**config.mk**
```make
export PLATFORM = sky130hd
export DESIGN_NAME = sjt_tap
export DESIGN_NICKNAME = d
export VERILOG_FILES = /design/src/design/sjt_pkg.sv /design/src/design/sjt_bsr.sv /design/src/design/sjt_tap.sv
export SDC_FILE = /design/constraint.sdc
export NUM_CORES = 1
export LEC_CHECK = 0
export ABC_AREA = 1
export BUFFER_PORTS_ARGS = -buffer_cell sky130_fd_sc_hd__buf_2
export CORE_UTILIZATION = 50
export CTS_CLUSTER_SIZE = 40
export DETAILED_ROUTE_END_ITERATION = 6
export GPL_TIMING_DRIVEN = 0
export PLACE_DENSITY_LB_ADDON = 0.05
export SLEW_MARGIN = 10
export SYNTH_ARGS = -nofsm -noshare
export SYNTH_HDL_FRONTEND = slang
export SYNTH_HIERARCHICAL = 1
export SYNTH_SLANG_ARGS = --single-unit
export TNS_END_PERCENT = 30
```
**constraint.sdc**
```tcl
create_clock -name clk_sys -period 2.9 [get_ports clk_sys]
set_input_delay 0.725 -clock clk_sys [delete_from_list [all_inputs] [get_ports clk_sys]]
set_output_delay 0.725 -clock clk_sys [all_outputs]
set_load 0.02 [all_outputs]
```
**src/design/sjt_pkg.sv**
```systemverilog
// Constants, state type and decode helpers for the memory boundary-scan port
`default_nettype none
package sjt_pkg;
    localparam int IR_W = 3;
    localparam int ID_W = 32;
    localparam int BSR_W = 109;
    localparam int TRI_CELL = 108;
    localparam int PIN_W = 108;
    localparam logic [2:0] INS_EXTEST = 3'h0;
    localparam logic [2:0] INS_IDCODE = 3'h1;
    localparam logic [2:0] INS_SAMPLE_Z = 3'h2;
    localparam logic [2:0] INS_SAMPLE_PRELOAD = 3'h4;
    localparam logic [2:0] INS_BYPASS = 3'h7;
    localparam logic [2:0] IR_CAPTURE_VAL = 3'h1;
    localparam logic [2:0] IR_RESET_VAL = 3'h1;
    localparam logic BYPASS_CAPTURE_VAL = 1'b0;
    localparam logic TRI_RESET_VAL = 1'b1;
    localparam int TLR_TMS_EDGES = 5;
    localparam int TCK_MAX_MHZ = 20;
    localparam int CLK_SYS_MHZ = 25;

    typedef enum logic [3:0] {
        ST_TLR = 4'h0, ST_RTI = 4'h1, ST_SEL_DR = 4'h2, ST_CAP_DR = 4'h3,
        ST_SH_DR = 4'h4, ST_EX1_DR = 4'h5, ST_PA_DR = 4'h6, ST_EX2_DR = 4'h7,
        ST_UP_DR = 4'h8, ST_SEL_IR = 4'h9, ST_CAP_IR = 4'ha, ST_SH_IR = 4'hb,
        ST_EX1_IR = 4'hc, ST_PA_IR = 4'hd, ST_EX2_IR = 4'he, ST_UP_IR = 4'hf
    } sjt_state_t;

    // True for instructions that place the boundary register on the path
    function automatic logic sjt_is_boundary(input logic [2:0] ins);
        sjt_is_boundary = (ins == INS_EXTEST) || (ins == INS_SAMPLE_Z) ||
                          (ins == INS_SAMPLE_PRELOAD);
    endfunction

    // True for instructions that use the bypass cell, reserved codes included
    function automatic logic sjt_is_bypass(input logic [2:0] ins);
        sjt_is_bypass = !sjt_is_boundary(ins) && (ins != INS_IDCODE);
    endfunction
endpackage
`default_nettype wire

```
**src/design/sjt_bsr.sv**
```systemverilog
// Boundary register: pin synchroniser, capture/shift stage and update latch
`timescale 1ns/10ps
`default_nettype none
module sjt_bsr
    import sjt_pkg::*;
#(
    parameter int W = BSR_W
) (
    input wire logic clk_sys,
    input wire logic rst_b,
    input wire logic [W-2:0] pin_in,
    input wire logic capture,
    input wire logic shift,
    input wire logic update,
    input wire logic preset,
    input wire logic tdi,
    output logic ser_out,
    output logic [W-1:0] upd_q
);
    logic [W-2:0] pin_m_q;
    logic [W-2:0] pin_s_q;
    logic [W-1:0] sh_q;

    // Two-stage synchroniser for the pin ring levels
    always_ff @(posedge clk_sys) begin
        if (!rst_b) begin
            pin_m_q <= '0;
            pin_s_q <= '0;
        end else begin
            pin_m_q <= pin_in;
            pin_s_q <= pin_m_q;
        end
    end

    // Capture/shift stage, TDI enters at the MSB
    always_ff @(posedge clk_sys) begin
        if (!rst_b) begin
            sh_q <= '0;
        end else if (capture) begin
            sh_q <= {upd_q[W-1], pin_s_q};
        end else if (shift) begin
            sh_q <= {tdi, sh_q[W-1:1]};
        end
    end

    assign ser_out = sh_q[0];

    // Update latch feeding the parallel outputs
    always_ff @(posedge clk_sys) begin
        if (!rst_b) begin
            upd_q <= '0;
            upd_q[TRI_CELL] <= TRI_RESET_VAL;
        end else if (preset) begin
            upd_q[TRI_CELL] <= TRI_RESET_VAL;
        end else if (update) begin
            upd_q <= sh_q;
        end
    end

    a_tri_preset: assert property (@(posedge clk_sys) disable iff (!rst_b)
        preset |=> upd_q[TRI_CELL]) else $error("tristate cell not preset");
    a_upd_latch: assert property (@(posedge clk_sys) disable iff (!rst_b)
        update && !preset |=> upd_q == $past(sh_q)) else $error("update lost");
endmodule
`default_nettype wire

```
**src/design/sjt_tap.sv**
```systemverilog
// Test access port: state machine, instruction, data paths and TDO driver
`timescale 1ns/10ps
`default_nettype none
module sjt_tap
    import sjt_pkg::*;
#(
    parameter logic [ID_W-1:0] ID_CODE = 32'h0000_0001 // Arbitrary identity value
) (
    input wire logic clk_sys,
    input wire logic rst_b,
    input wire logic tck,
    input wire logic tms,
    input wire logic tdi,
    output logic tdo,
    output logic tdo_oe,
    input wire logic [PIN_W-1:0] bscan_pin_in,
    input wire logic core_q_oe,
    output logic q_oe,
    output logic bscan_drive,
    output logic [PIN_W-1:0] bscan_pin_out
);
    logic tck_m_q, tck_s_q, tck_d_q;
    logic tms_m_q, tms_s_q;
    logic tdi_m_q, tdi_s_q;
    logic tck_rise, tck_fall;
    sjt_state_t state_q, state_d;
    logic [IR_W-1:0] ir_sh_q;
    logic [IR_W-1:0] ir_q;
    logic [ID_W-1:0] id_q;
    logic byp_q;
    logic bsr_ser;
    logic [BSR_W-1:0] bsr_upd;
    logic sel_ser;
    logic tdo_q, tdo_oe_q;
    logic [2:0] tms_hi_cnt_q;

    // Two-stage synchronisers for the test pins, third stage for TCK edges
    always_ff @(posedge clk_sys) begin
        if (!rst_b) begin
            tck_m_q <= 1'b0;
            tck_s_q <= 1'b0;
            tck_d_q <= 1'b0;
            tms_m_q <= 1'b1;
            tms_s_q <= 1'b1;
            tdi_m_q <= 1'b1;
            tdi_s_q <= 1'b1;
        end else begin
            tck_m_q <= tck;
            tck_s_q <= tck_m_q;
            tck_d_q <= tck_s_q;
            tms_m_q <= tms;
            tms_s_q <= tms_m_q;
            tdi_m_q <= tdi;
            tdi_s_q <= tdi_m_q;
        end
    end

    // Inputs act on rise, TDO on fall
    assign tck_rise = tck_s_q && !tck_d_q;
    assign tck_fall = !tck_s_q && tck_d_q;

    always_comb begin
        state_d = state_q;
        unique case (state_q)
            ST_TLR: state_d = tms_s_q ? ST_TLR : ST_RTI;
            ST_RTI: state_d = tms_s_q ? ST_SEL_DR : ST_RTI;
            ST_SEL_DR: state_d = tms_s_q ? ST_SEL_IR : ST_CAP_DR;
            ST_CAP_DR: state_d = tms_s_q ? ST_EX1_DR : ST_SH_DR;
            ST_SH_DR: state_d = tms_s_q ? ST_EX1_DR : ST_SH_DR;
            ST_EX1_DR: state_d = tms_s_q ? ST_UP_DR : ST_PA_DR;
            ST_PA_DR: state_d = tms_s_q ? ST_EX2_DR : ST_PA_DR;
            ST_EX2_DR: state_d = tms_s_q ? ST_UP_DR : ST_SH_DR;
            ST_UP_DR: state_d = tms_s_q ? ST_SEL_DR : ST_RTI;
            ST_SEL_IR: state_d = tms_s_q ? ST_TLR : ST_CAP_IR;
            ST_CAP_IR: state_d = tms_s_q ? ST_EX1_IR : ST_SH_IR;
            ST_SH_IR: state_d = tms_s_q ? ST_EX1_IR : ST_SH_IR;
            ST_EX1_IR: state_d = tms_s_q ? ST_UP_IR : ST_PA_IR;
            ST_PA_IR: state_d = tms_s_q ? ST_EX2_IR : ST_PA_IR;
            ST_EX2_IR: state_d = tms_s_q ? ST_UP_IR : ST_SH_IR;
            ST_UP_IR: state_d = tms_s_q ? ST_SEL_DR : ST_RTI;
        endcase
    end

    always_ff @(posedge clk_sys) begin
        if (!rst_b) begin
            state_q <= ST_TLR;
        end else if (tck_rise) begin
            state_q <= state_d;
        end
    end

    // Instruction shift stage
    always_ff @(posedge clk_sys) begin
        if (!rst_b) begin
            ir_sh_q <= IR_CAPTURE_VAL;
        end else if (tck_rise && state_q == ST_CAP_IR) begin
            ir_sh_q <= IR_CAPTURE_VAL;
        end else if (tck_rise && state_q == ST_SH_IR) begin
            ir_sh_q <= {tdi_s_q, ir_sh_q[IR_W-1:1]};
        end
    end

    // Current instruction
    always_ff @(posedge clk_sys) begin
        if (!rst_b) begin
            ir_q <= IR_RESET_VAL;
        end else if (state_q == ST_TLR) begin
            ir_q <= IR_RESET_VAL;
        end else if (tck_rise && state_q == ST_UP_IR) begin
            ir_q <= ir_sh_q;
        end
    end

    // Identity and bypass data registers
    always_ff @(posedge clk_sys) begin
        if (!rst_b) begin
            id_q <= ID_CODE;
            byp_q <= BYPASS_CAPTURE_VAL;
        end else if (tck_rise && state_q == ST_CAP_DR) begin
            id_q <= ID_CODE;
            byp_q <= BYPASS_CAPTURE_VAL;
        end else if (tck_rise && state_q == ST_SH_DR) begin
            id_q <= {tdi_s_q, id_q[ID_W-1:1]};
            byp_q <= tdi_s_q;
        end
    end

    sjt_bsr #(
        .W(BSR_W)
    ) u_bsr (
        .clk_sys(clk_sys),
        .rst_b(rst_b),
        .pin_in(bscan_pin_in),
        .capture(tck_rise && state_q == ST_CAP_DR && sjt_is_boundary(ir_q)),
        .shift(tck_rise && state_q == ST_SH_DR && sjt_is_boundary(ir_q)),
        .update(tck_rise && state_q == ST_UP_DR && sjt_is_boundary(ir_q)),
        .preset(state_q == ST_TLR),
        .tdi(tdi_s_q),
        .ser_out(bsr_ser),
        .upd_q(bsr_upd)
    );

    always_comb begin
        if (state_q == ST_SH_IR) begin
            sel_ser = ir_sh_q[0];
        end else if (sjt_is_boundary(ir_q)) begin
            sel_ser = bsr_ser;
        end else if (sjt_is_bypass(ir_q)) begin
            sel_ser = byp_q;
        end else begin
            sel_ser = id_q[0];
        end
    end

    always_ff @(posedge clk_sys) begin
        if (!rst_b) begin
            tdo_q <= 1'b0;
            tdo_oe_q <= 1'b0;
        end else if (tck_fall) begin
            tdo_q <= sel_ser;
            tdo_oe_q <= (state_q == ST_SH_IR) || (state_q == ST_SH_DR);
        end
    end

    assign tdo = tdo_q;
    assign tdo_oe = tdo_oe_q;

    assign bscan_drive = (ir_q == INS_EXTEST);
    assign bscan_pin_out = bsr_upd[PIN_W-1:0];

    always_comb begin
        unique case (ir_q)
            INS_SAMPLE_Z: q_oe = 1'b0;
            INS_EXTEST: q_oe = bsr_upd[TRI_CELL];
            default: q_oe = core_q_oe;
        endcase
    end

    // Count of consecutive TMS-high rises, for checking only
    always_ff @(posedge clk_sys) begin
        if (!rst_b) begin
            tms_hi_cnt_q <= 3'h0;
        end else if (tck_rise) begin
            tms_hi_cnt_q <= !tms_s_q ? 3'h0 : (tms_hi_cnt_q == 3'h7 ? 3'h7 : tms_hi_cnt_q + 3'h1);
        end
    end

    a_five_tms_reset: assert property (@(posedge clk_sys) disable iff (!rst_b)
        tck_rise && tms_s_q && tms_hi_cnt_q >= 3'(TLR_TMS_EDGES - 1) |=> state_q == ST_TLR)
        else $error("five TMS-high rises did not reset");
    a_tlr_idcode: assert property (@(posedge clk_sys) disable iff (!rst_b)
        state_q == ST_TLR |=> ir_q == INS_IDCODE) else $error("IDCODE not current");
    a_ir_update_only: assert property (@(posedge clk_sys) disable iff (!rst_b)
        $changed(ir_q) |-> $past(state_q) == ST_TLR ||
        ($past(tck_rise) && $past(state_q) == ST_UP_IR)) else $error("ir changed early");
    a_capture_ir_01: assert property (@(posedge clk_sys) disable iff (!rst_b)
        tck_rise && state_q == ST_CAP_IR |=> ir_sh_q[1:0] == 2'h1)
        else $error("capture-IR pattern wrong");
    a_tdo_on_fall: assert property (@(posedge clk_sys) disable iff (!rst_b)
        $changed(tdo) || $changed(tdo_oe) |-> $past(tck_fall))
        else $error("TDO moved off TCK fall");
    a_samplez_hiz: assert property (@(posedge clk_sys) disable iff (!rst_b)
        ir_q == INS_SAMPLE_Z |-> !q_oe) else $error("bus driven in SAMPLE Z");
    a_extest_tri: assert property (@(posedge clk_sys) disable iff (!rst_b)
        ir_q == INS_EXTEST |-> q_oe == bsr_upd[TRI_CELL] && bscan_drive)
        else $error("EXTEST enable mismatch");
    a_bypass_zero: assert property (@(posedge clk_sys) disable iff (!rst_b)
        tck_rise && state_q == ST_CAP_DR |=> !byp_q) else $error("bypass not cleared");
    a_tlr_exit: assert property (@(posedge clk_sys) disable iff (!rst_b)
        tck_rise && state_q == ST_TLR && !tms_s_q |=> state_q == ST_RTI)
        else $error("TLR exit wrong");

    c_ir_load: cover property (@(posedge clk_sys) disable iff (!rst_b)
        tck_rise && state_q == ST_UP_IR);
    c_extest: cover property (@(posedge clk_sys) disable iff (!rst_b) ir_q == INS_EXTEST);
    c_samplez: cover property (@(posedge clk_sys) disable iff (!rst_b) ir_q == INS_SAMPLE_Z);
    c_dr_shift: cover property (@(posedge clk_sys) disable iff (!rst_b)
        tck_rise && state_q == ST_SH_DR && ir_q == INS_SAMPLE_PRELOAD);
endmodule
`default_nettype wire

```
==> out/summary.txt, run 1 <==
Status: completed
Worst setup EP type: flip-flop
Initial Util: 51.3%
PD cells: 647 nW/µm²
Vias in the first global route: 13.3k
Final Hold Viols: 0
Met3 Usage GRT: 4.32%
IR drop worst, VDD: 0.476 mV
Synth top area cells: dfxtp_1 56%, nand2_1 19%, inv_1 7.5%, nor2_1 5.0%, a21oi_1 4.3%
Global route total overflow: 0
Cts hold-fix bufs: 0
PostCTS Resize Cnt: 0
Die area: 35500 µm²
Post-DP HPWL: 27.4 mm
Clk_skew: 0.0191 ns
Min Tclk post-route: 2.56 ns
Total GRT Usage: 21.9%
Maximum clock path buffer count: 3
Worst-Skew Late Latency: 0.57 ns
Die W: 188 µm
Setup Buffers After CTS: 0
Clk sinks: 485
Routed len/inst: 12.4 µm
Cells after Synth: 2373
Nets: 2763
Pre-Repair DR Iteration Count: 7
Routability cong.: 0.829
Post-route ant nets: 0
Count of cell types in the netlist: 25
Antenna violations before repair: 1
Max_slew headroom: 40.5%
Syn_area_per_cell: 7.32 µm²
IO Pins: 226
Worst Path Max Fanout: 10
Final setup viols: 0
Max-cap viol count: 0
Final wirelength: 38.7 mm
Share of the synthesized area in the top cell type: 55.9%
Clock-pin slew on the worst setup and hold paths: 0.06 ns
Via density: 4.55
Slew Viols, Final: 0
Final TNS setup: 0 ns
Htree depth: 2
Largest net degree at the start of global routing: 14
Reg area: 9710 µm²
Final non-filler cell area: 20600 µm²
Core region area: 33900 µm²
Leakage power: 10.5 nW
Root Buffer Master: clkbuf_16
Die H: 188 µm
P&R area growth vs syn: 18.8%
Seq/Total Area, Yosys: 55.9%
Placed cell areas: 19000 µm²
Least-Margin Pin Slew: 0.893 ns
Post-Syn Area: 17400 µm²
Most common cell after layout, fill and taps aside: nand2_1
Most frequent cells in the layout: 863 x nand2_1, 485 x dfxtp_1, 349 x inv_1
HP Class: primary input to flip-flop
Port bufs: 225
# DRC: 0
Via Count: 14.3k
Worst path required time: 3.39 ns
Syn Nets: 2487
Area leader, netlist: dfxtp_1
Num CTS Buffers: 49
M2 GR Usage: 35.9%
Fill count: 3199
CTS tree: done
YS warnings: 6
Most used routing layer: met2
Global-route wire length before repair: 63.7 mm
Arrival time at the worst endpoint: 3.05 ns
Period utilization: 88.4%
RSZ-0062 raised after global routing: no
Critical Path Start Type: flip-flop
Share of layout cells above drive strength 1: 14.8%
Post-synthesis register bit count: 485
Crit Path Category: flip-flop to flip-flop
Footprint of the multi-input gates: 5680 µm²
FP Rows: 67
Met1 usage: 29.0%
Iteration-0 DRC Markers: 1013
Maximum clock frequency: 0.390 GHz
## registers in the layout, summed over array words and instances (netlist names), 3 cells and up
signal	count
state_q	4
ir_sh_q	3
id_q	32
u_bsr/pin_m_q	108
u_bsr/pin_s_q	108
ir_q	3
u_bsr/sh_q	109
u_bsr/upd_q	109
## worst max-delay path: stages (launching register included)
cell and delay, ns:
dfxtp_1 0.37, inv_1 0.10, nor2_2 0.22, nand2_1 0.16, nor2_1 0.23, nand2_2 0.32, inv_2 0.39, clkbuf_1 0.47
nor2_1 0.09, nor2_1 0.13
## final cells by class
| class | count | area share [%] |
|---|---|---|
| clock buffers | 74 | 7.14 |
| multi-input cells | 1401 | 27.5 |
| clock inverters | 12 | 0.479 |
| well taps | 448 | 2.72 |
| diodes | 1 | 0.0121 |
| inverters | 359 | 6.54 |
| repair buffers | 225 | 5.46 |
| plain buffers | 128 | 3.04 |
| flip-flops and latches | 485 | 47.1 |
## power breakdown
part           switching, W  total, W  internal (W)
clock network       0.00251   0.00609       0.00358
logic              0.000261  0.000413      0.000152
registers         0.0000391   0.00685       0.00681
## synthesized netlist by cell type (all sizes together)
| master | count |
|---|---|
| a21oi | 150 |
| a31oi | 1 |
| buf | 80 |
| clkbuf | 48 |
| clkinv | 1 |
| dfxtp | 485 |
| inv | 358 |
| nand2 | 865 |
| nand3 | 17 |
| nand3b | 1 |
| nor2 | 237 |
| nor3 | 1 |
| o211ai | 2 |
| o21ai | 120 |
| o21bai | 2 |
| o221ai | 1 |
| or2 | 4 |
## layer usage
layer,routed length [µm],vias up
li1,-,7575
met1,18200,6299
met2,17500,333
met3,2180,58
met4,938,0
met5,0,-
## cell families (layout without fill, tap and decap cells)
group / Yosys count / in the layout / synth area share (%)
buffers and inverters: 487 / 798 / 11.4
AND/OR/NAND/NOR: 1125 / 1125 / 24.7
AO/OA/AOI/OAI: 276 / 276 / 8.04
other: 0 / 1 / 0
flip-flops: 485 / 485 / 55.9
## through the flow
| stage | hold slack (ns) | worst slack [ns] | power, W | instances | utilization [%] |
|---|---|---|---|---|---|
| global placement | 0.393 | 0.389 | 0.00741 | 3046 | 56.2 |
| detailed placement | 0.397 | 0.328 | 0.00741 | 3046 | 56.2 |
| CTS | 0.317 | 0.297 | 0.0135 | 3132 | 60.9 |
| global route | 0.333 | 0.151 | 0.0139 | 3133 | 60.9 |
| floorplan | 0.390 | 1.01 | 0.00723 | 2373 | - |
| finish | 0.337 | 0.337 | 0.0133 | 3133 | 60.9 |
## worst paths after layout
| kind | start | to | slack [ns] | cells past startpoint |
|---|---|---|---|---|
| max | state_q[3] | u_bsr/upd_q[19] | 0.34 | 9 |
| min | bscan_pin_in[104] | u_bsr/pin_m_q[104] | 0.34 | 3 |
| max reg2reg | state_q[3] | u_bsr/upd_q[19] | 0.34 | 9 |
| min reg2reg | tdi_m_q | tdi_s_q | 0.40 | 1 |
Power figures use the tool's default switching activity.
==> inputs of run 2 (changes only) <==
==> constraint.sdc (replaced) <==
create_clock -name clk_sys -period 2.7 [get_ports clk_sys]
set_input_delay 0.675 -clock clk_sys [delete_from_list [all_inputs] [get_ports clk_sys]]
set_output_delay 0.675 -clock clk_sys [all_outputs]
set_load 0.02 [all_outputs]
==> out/summary.txt, run 2 (synthesis gave the netlist of run 1 again) <==
Routability cong.: 0.829
HP Class: primary input to flip-flop
Min Tclk post-route: 2.49 ns
Worst path required time: 3.19 ns
Arrival time at the worst endpoint: 2.98 ns
Final Hold Viols: 0
Most frequent cells in the layout: 863 x nand2_1, 485 x dfxtp_1, 349 x inv_1
Slew Viols, Final: 0
Post-DP HPWL: 27.4 mm
Period utilization: 92.2%
IO Pins: 226
Clock-pin slew on the worst setup and hold paths: 0.06 ns
Maximum clock path buffer count: 3
Num CTS Buffers: 49
Die W: 188 µm
Port bufs: 225
Final TNS setup: 0 ns
Htree depth: 2
Via Count: 14.3k
IR drop worst, VDD: 0.511 mV
Post-route ant nets: 0
Pre-Repair DR Iteration Count: 7
Iteration-0 DRC Markers: 1014
Clk sinks: 485
Core region area: 33900 µm²
Max_slew headroom: 40.5%
Die H: 188 µm
Max-cap viol count: 0
Global-route wire length before repair: 63.7 mm
Antenna violations before repair: 1
Routed len/inst: 12.4 µm
Final setup viols: 0
Maximum clock frequency: 0.402 GHz
Most common cell after layout, fill and taps aside: nand2_1
P&R area growth vs syn: 18.8%
Worst-Skew Late Latency: 0.57 ns
Initial Util: 51.3%
Final wirelength: 38.7 mm
CTS tree: done
# DRC: 0
Die area: 35500 µm²
Largest regs: u_bsr/sh_q x109, u_bsr/upd_q x109
Root Buffer Master: clkbuf_16
Worst Path Max Fanout: 10
Global route total overflow: 0
Status: completed
Largest net degree at the start of global routing: 14
Nets: 2763
Leakage power: 10.5 nW
Via density: 4.56
Clk_skew: 0.0190 ns
PD cells: 695 nW/µm²
Least-Margin Pin Slew: 0.893 ns
Worst setup EP type: flip-flop
Critical Path Start Type: flip-flop
R2R Setup Slk: 0.21 ns
Setup Buffers After CTS: 0
FP Rows: 67
Share of layout cells above drive strength 1: 14.9%
Crit Path Category: flip-flop to flip-flop
Total GRT Usage: 21.9%
Vias in the first global route: 13.3k
Post-layout util: 60.9%
RSZ-0062 raised after global routing: no
==> run 2: cell types whose count changed in the layout (fill, tap and decap cells not counted) <==
cell	before	now
clkinv_2	7	8
clkbuf_1	60	57
clkbuf_2	0	3
inv_2	9	8
==> run 2: what timing repair did <==
item                                    4_1_cts  5_1_grt
hold buffers                                  0        0
gates resized for setup                       0        7
endpoints found under the setup margin        0       29
==> run 2: worst max-delay path, stage by stage (launching register included) <==
cell and delay, ns:
dfxtp_1 0.37, inv_1 0.10, nor2_2 0.22, nand2_1 0.16, nor2_1 0.23, nand2_2 0.32, clkinv_2 0.33, buf_4 0.23
buf_2 0.26, nor2_1 0.08, nor2_1 0.11
==> run 2: final timing paths <==
kind / start / endpoint / depth (start not counted)
min reg2reg: tdi_m_q / tdi_s_q / 1
min: bscan_pin_in[104] / u_bsr/pin_m_q[104] / 3
max reg2reg: state_q[3] / u_bsr/upd_q[87] / 10
max: state_q[3] / u_bsr/upd_q[87] / 10
==> run 2: through the flow <==
step | hold slack [ns] | total power [W] | instances | setup WS (ns) | cell area (µm²)
2_1_floorplan | 0.390 | 0.00777 | 2373 | 0.863 | 17400
3_3_place_gp | 0.393 | 0.00796 | 3046 | 0.189 | 19000
3_5_place_dp | 0.397 | 0.00796 | 3046 | 0.128 | 19000
4_1_cts | 0.267 | 0.0145 | 3132 | 0.0975 | 20600
5_1_grt | 0.283 | 0.0149 | 3133 | 0.0670 | 20600
6_report | 0.287 | 0.0143 | 3133 | 0.210 | 20600
==> run 2: power by group <==
part	internal (W)	total, W	switching [W]	leakage (nW)
registers	0.00731	0.00736	0.0000420	3.95
clock network	0.00384	0.00654	0.00270	0.764
logic	0.000163	0.000444	0.000281	5.75
==> run 2: area by class of cell <==
| class | instances | area [µm²] |
|---|---|---|
| fill | 3197 | 13200 |
| sequential | 485 | 9710 |
| multi-input combinational | 1401 | 5680 |
| clock buffer | 74 | 1470 |
| inverter | 359 | 1350 |
| timing repair buffer | 225 | 1130 |
| buffer | 128 | 631 |
| tap | 448 | 561 |
| clock inverter | 12 | 98.8 |
| antenna | 1 | 2.50 |
==> run 2: routing by layer <==
layer	global-route usage [%]	vias up	wire length, µm
met5	0	-	0
met2	35.9	339	17400
met1	29.0	6301	18100
met4	7.17	0	938
met3	4.32	58	2210
li1	-	7575	-
==> inputs of run 3 (changes only) <==
--- a/config.mk
+++ b/config.mk
@@ -12,6 +12,7 @@
 export DETAILED_ROUTE_END_ITERATION = 6
 export GPL_TIMING_DRIVEN = 0
 export PLACE_DENSITY_LB_ADDON = 0.05
+export SETUP_SLACK_MARGIN = 0.5
 export SLEW_MARGIN = 10
 export SYNTH_ARGS = -nofsm -noshare
 export SYNTH_HDL_FRONTEND = slang
==> out/summary.txt, run 3 (synthesis gave the netlist of run 1 again) <==
R2R Setup Slk: 0.47 ns
Least-Margin Pin Slew: 0.899 ns
Worst path required time: 3.14 ns
Worst-Skew Late Latency: 0.57 ns
Core region area: 33900 µm²
Via Count: 14.3k
Largest net degree at the start of global routing: 14
Initial Util: 51.3%
Clk_skew: 0.0169 ns
Total GRT Usage: 21.9%
FP Rows: 67
Crit Path Category: flip-flop to flip-flop
Final Hold Viols: 0
Most common cell after layout, fill and taps aside: nand2_1
Critical Path Start Type: flip-flop
Worst Path Max Fanout: 10
Hold_ws: 0.286 ns
Min Tclk post-route: 2.23 ns
Maximum clock path buffer count: 3
Routed len/inst: 12.4 µm
HP Class: primary input to flip-flop
Port bufs: 225
Routability cong.: 0.829
Cts hold-fix bufs: 0
Clk sinks: 485
Max-cap viol count: 0
Status: completed
Clock-pin slew on the worst setup and hold paths: 0.06 ns
Critical path origin: state_q[3]
Footprint of the multi-input gates: 5700 µm²
Antenna violations before repair: 1
Via density: 4.55
Die area: 35500 µm²
Reg area: 9710 µm²
P&R area growth vs syn: 19.1%
Largest regs: u_bsr/sh_q x109, u_bsr/upd_q x109
Final setup viols: 0
Vias in the first global route: 13.3k
Die H: 188 µm
CTS tree: done
Most frequent cells in the layout: 863 x nand2_1, 484 x dfxtp_1, 348 x inv_1
Die W: 188 µm
Worst r2r src: state_q[3]
Root Buffer Master: clkbuf_16
R2R cell count: 9
Maximum clock frequency: 0.449 GHz
IO Pins: 226
Htree depth: 2
Arrival time at the worst endpoint: 2.66 ns
Fill count: 3197
Global-route wire length before repair: 63.8 mm
Share of layout cells above drive strength 1: 15.3%
Slew Viols, Final: 0
Global route total overflow: 0
PD cells: 693 nW/µm²
Leakage power: 10.5 nW
Slowest cell on crit path: dfxtp_1
CP cell instances: inv_1 -> nor2_2 -> nand2_1 -> nor2_2 -> nand2_4 -> buf_2 -> buf_2 -> o21ai_0 -> nor2_1
Num CTS Buffers: 49
Nets: 2764
IR drop worst, VDD: 0.512 mV
Worst setup EP type: flip-flop
Final TNS setup: 0 ns
Crit Reg-Reg Endpoint: u_bsr/upd_q[93]
Post-route ant nets: 0
Max_slew headroom: 40.1%
Period utilization: 82.6%
RSZ-0062 raised after global routing: yes
Final wirelength: 38.8 mm
Pre-Repair DR Iteration Count: 7
Post-DP HPWL: 27.4 mm
Pwr Total: 0.0143 W
Critical Path Sink: u_bsr/upd_q[93]
Iteration-0 DRC Markers: 1032
# DRC: 0
CP max stage delay: 0.37 ns
[run 3: changes by cell type in the layout (fill, tap and decap cells not counted), moves of 2 or more]
cell / delta
nor2_2: +2
clkbuf_1: -2
clkbuf_4: +2
nor2_1: -2
buf_2: -4
buf_6: +2
clkbuf_2: +2
[run 3: how the worst min path moves through the flow]
stage                 startpoint                 end  slack, ns  cells after the start
5_1_grt         bscan_pin_in[50]   u_bsr/pin_m_q[50]       0.28                      3
3_5_place_dp    u_bsr/pin_m_q[4]    u_bsr/pin_s_q[4]       0.40                      2
2_1_floorplan            tck_m_q             tck_s_q       0.39                      2
3_3_place_gp   u_bsr/pin_m_q[31]   u_bsr/pin_s_q[31]       0.39                      2
4_1_cts        bscan_pin_in[104]  u_bsr/pin_m_q[104]       0.27                      3
6_report       bscan_pin_in[104]  u_bsr/pin_m_q[104]       0.29                      3
[run 3: cell type report]
class	instances	share of cell area, %
well taps	448	2.71
flip-flops and latches	485	46.9
plain buffers	128	3.15
repair buffers	226	5.48
inverters	359	6.57
clock buffers	74	7.12
multi-input cells	1401	27.5
clock inverters	12	0.478
diodes	1	0.0121
[run 3: power breakdown]
part	switching, W	internal [W]	total, W
Combinational	0.000282	0.000164	0.000445
Clock	0.00269	0.00384	0.00653
Sequential	0.0000420	0.00731	0.00736
Total	0.00302	0.0113	0.0143
[run 3: critical path, delay by kind of cell, from the launching register on]
kind	cells	cell delay, ns
AND/OR/NAND/NOR	5	0.90
buffers and inverters	3	0.53
flip-flops	1	0.37
AO/OA/AOI/OAI	1	0.30
[run 3: routing by layer]
layer  GRT usage [%]  share of wire (%)
met1            29.0                 47
met2            35.9                 45
met3            4.32                5.5
met4            7.17                2.4
met5               0                  0
[run 3: through the flow]
step	cells	cell area, µm²	util, %	setup WS [ns]
2_1_floorplan	2373	17400	-	0.863
3_3_place_gp	3046	19000	56.2	0.189
3_5_place_dp	3046	19000	56.2	0.128
4_1_cts	3132	20600	61.0	0.392
5_1_grt	3134	20700	61.1	0.379
6_report	3134	20700	61.1	0.471
[run 3: repair_timing]
item,4_1_cts,5_1_grt
buffers inserted,0,1
pin swaps,0,2
resized for setup,11,15
cloned,0,0
setup endpoints to repair,131,181
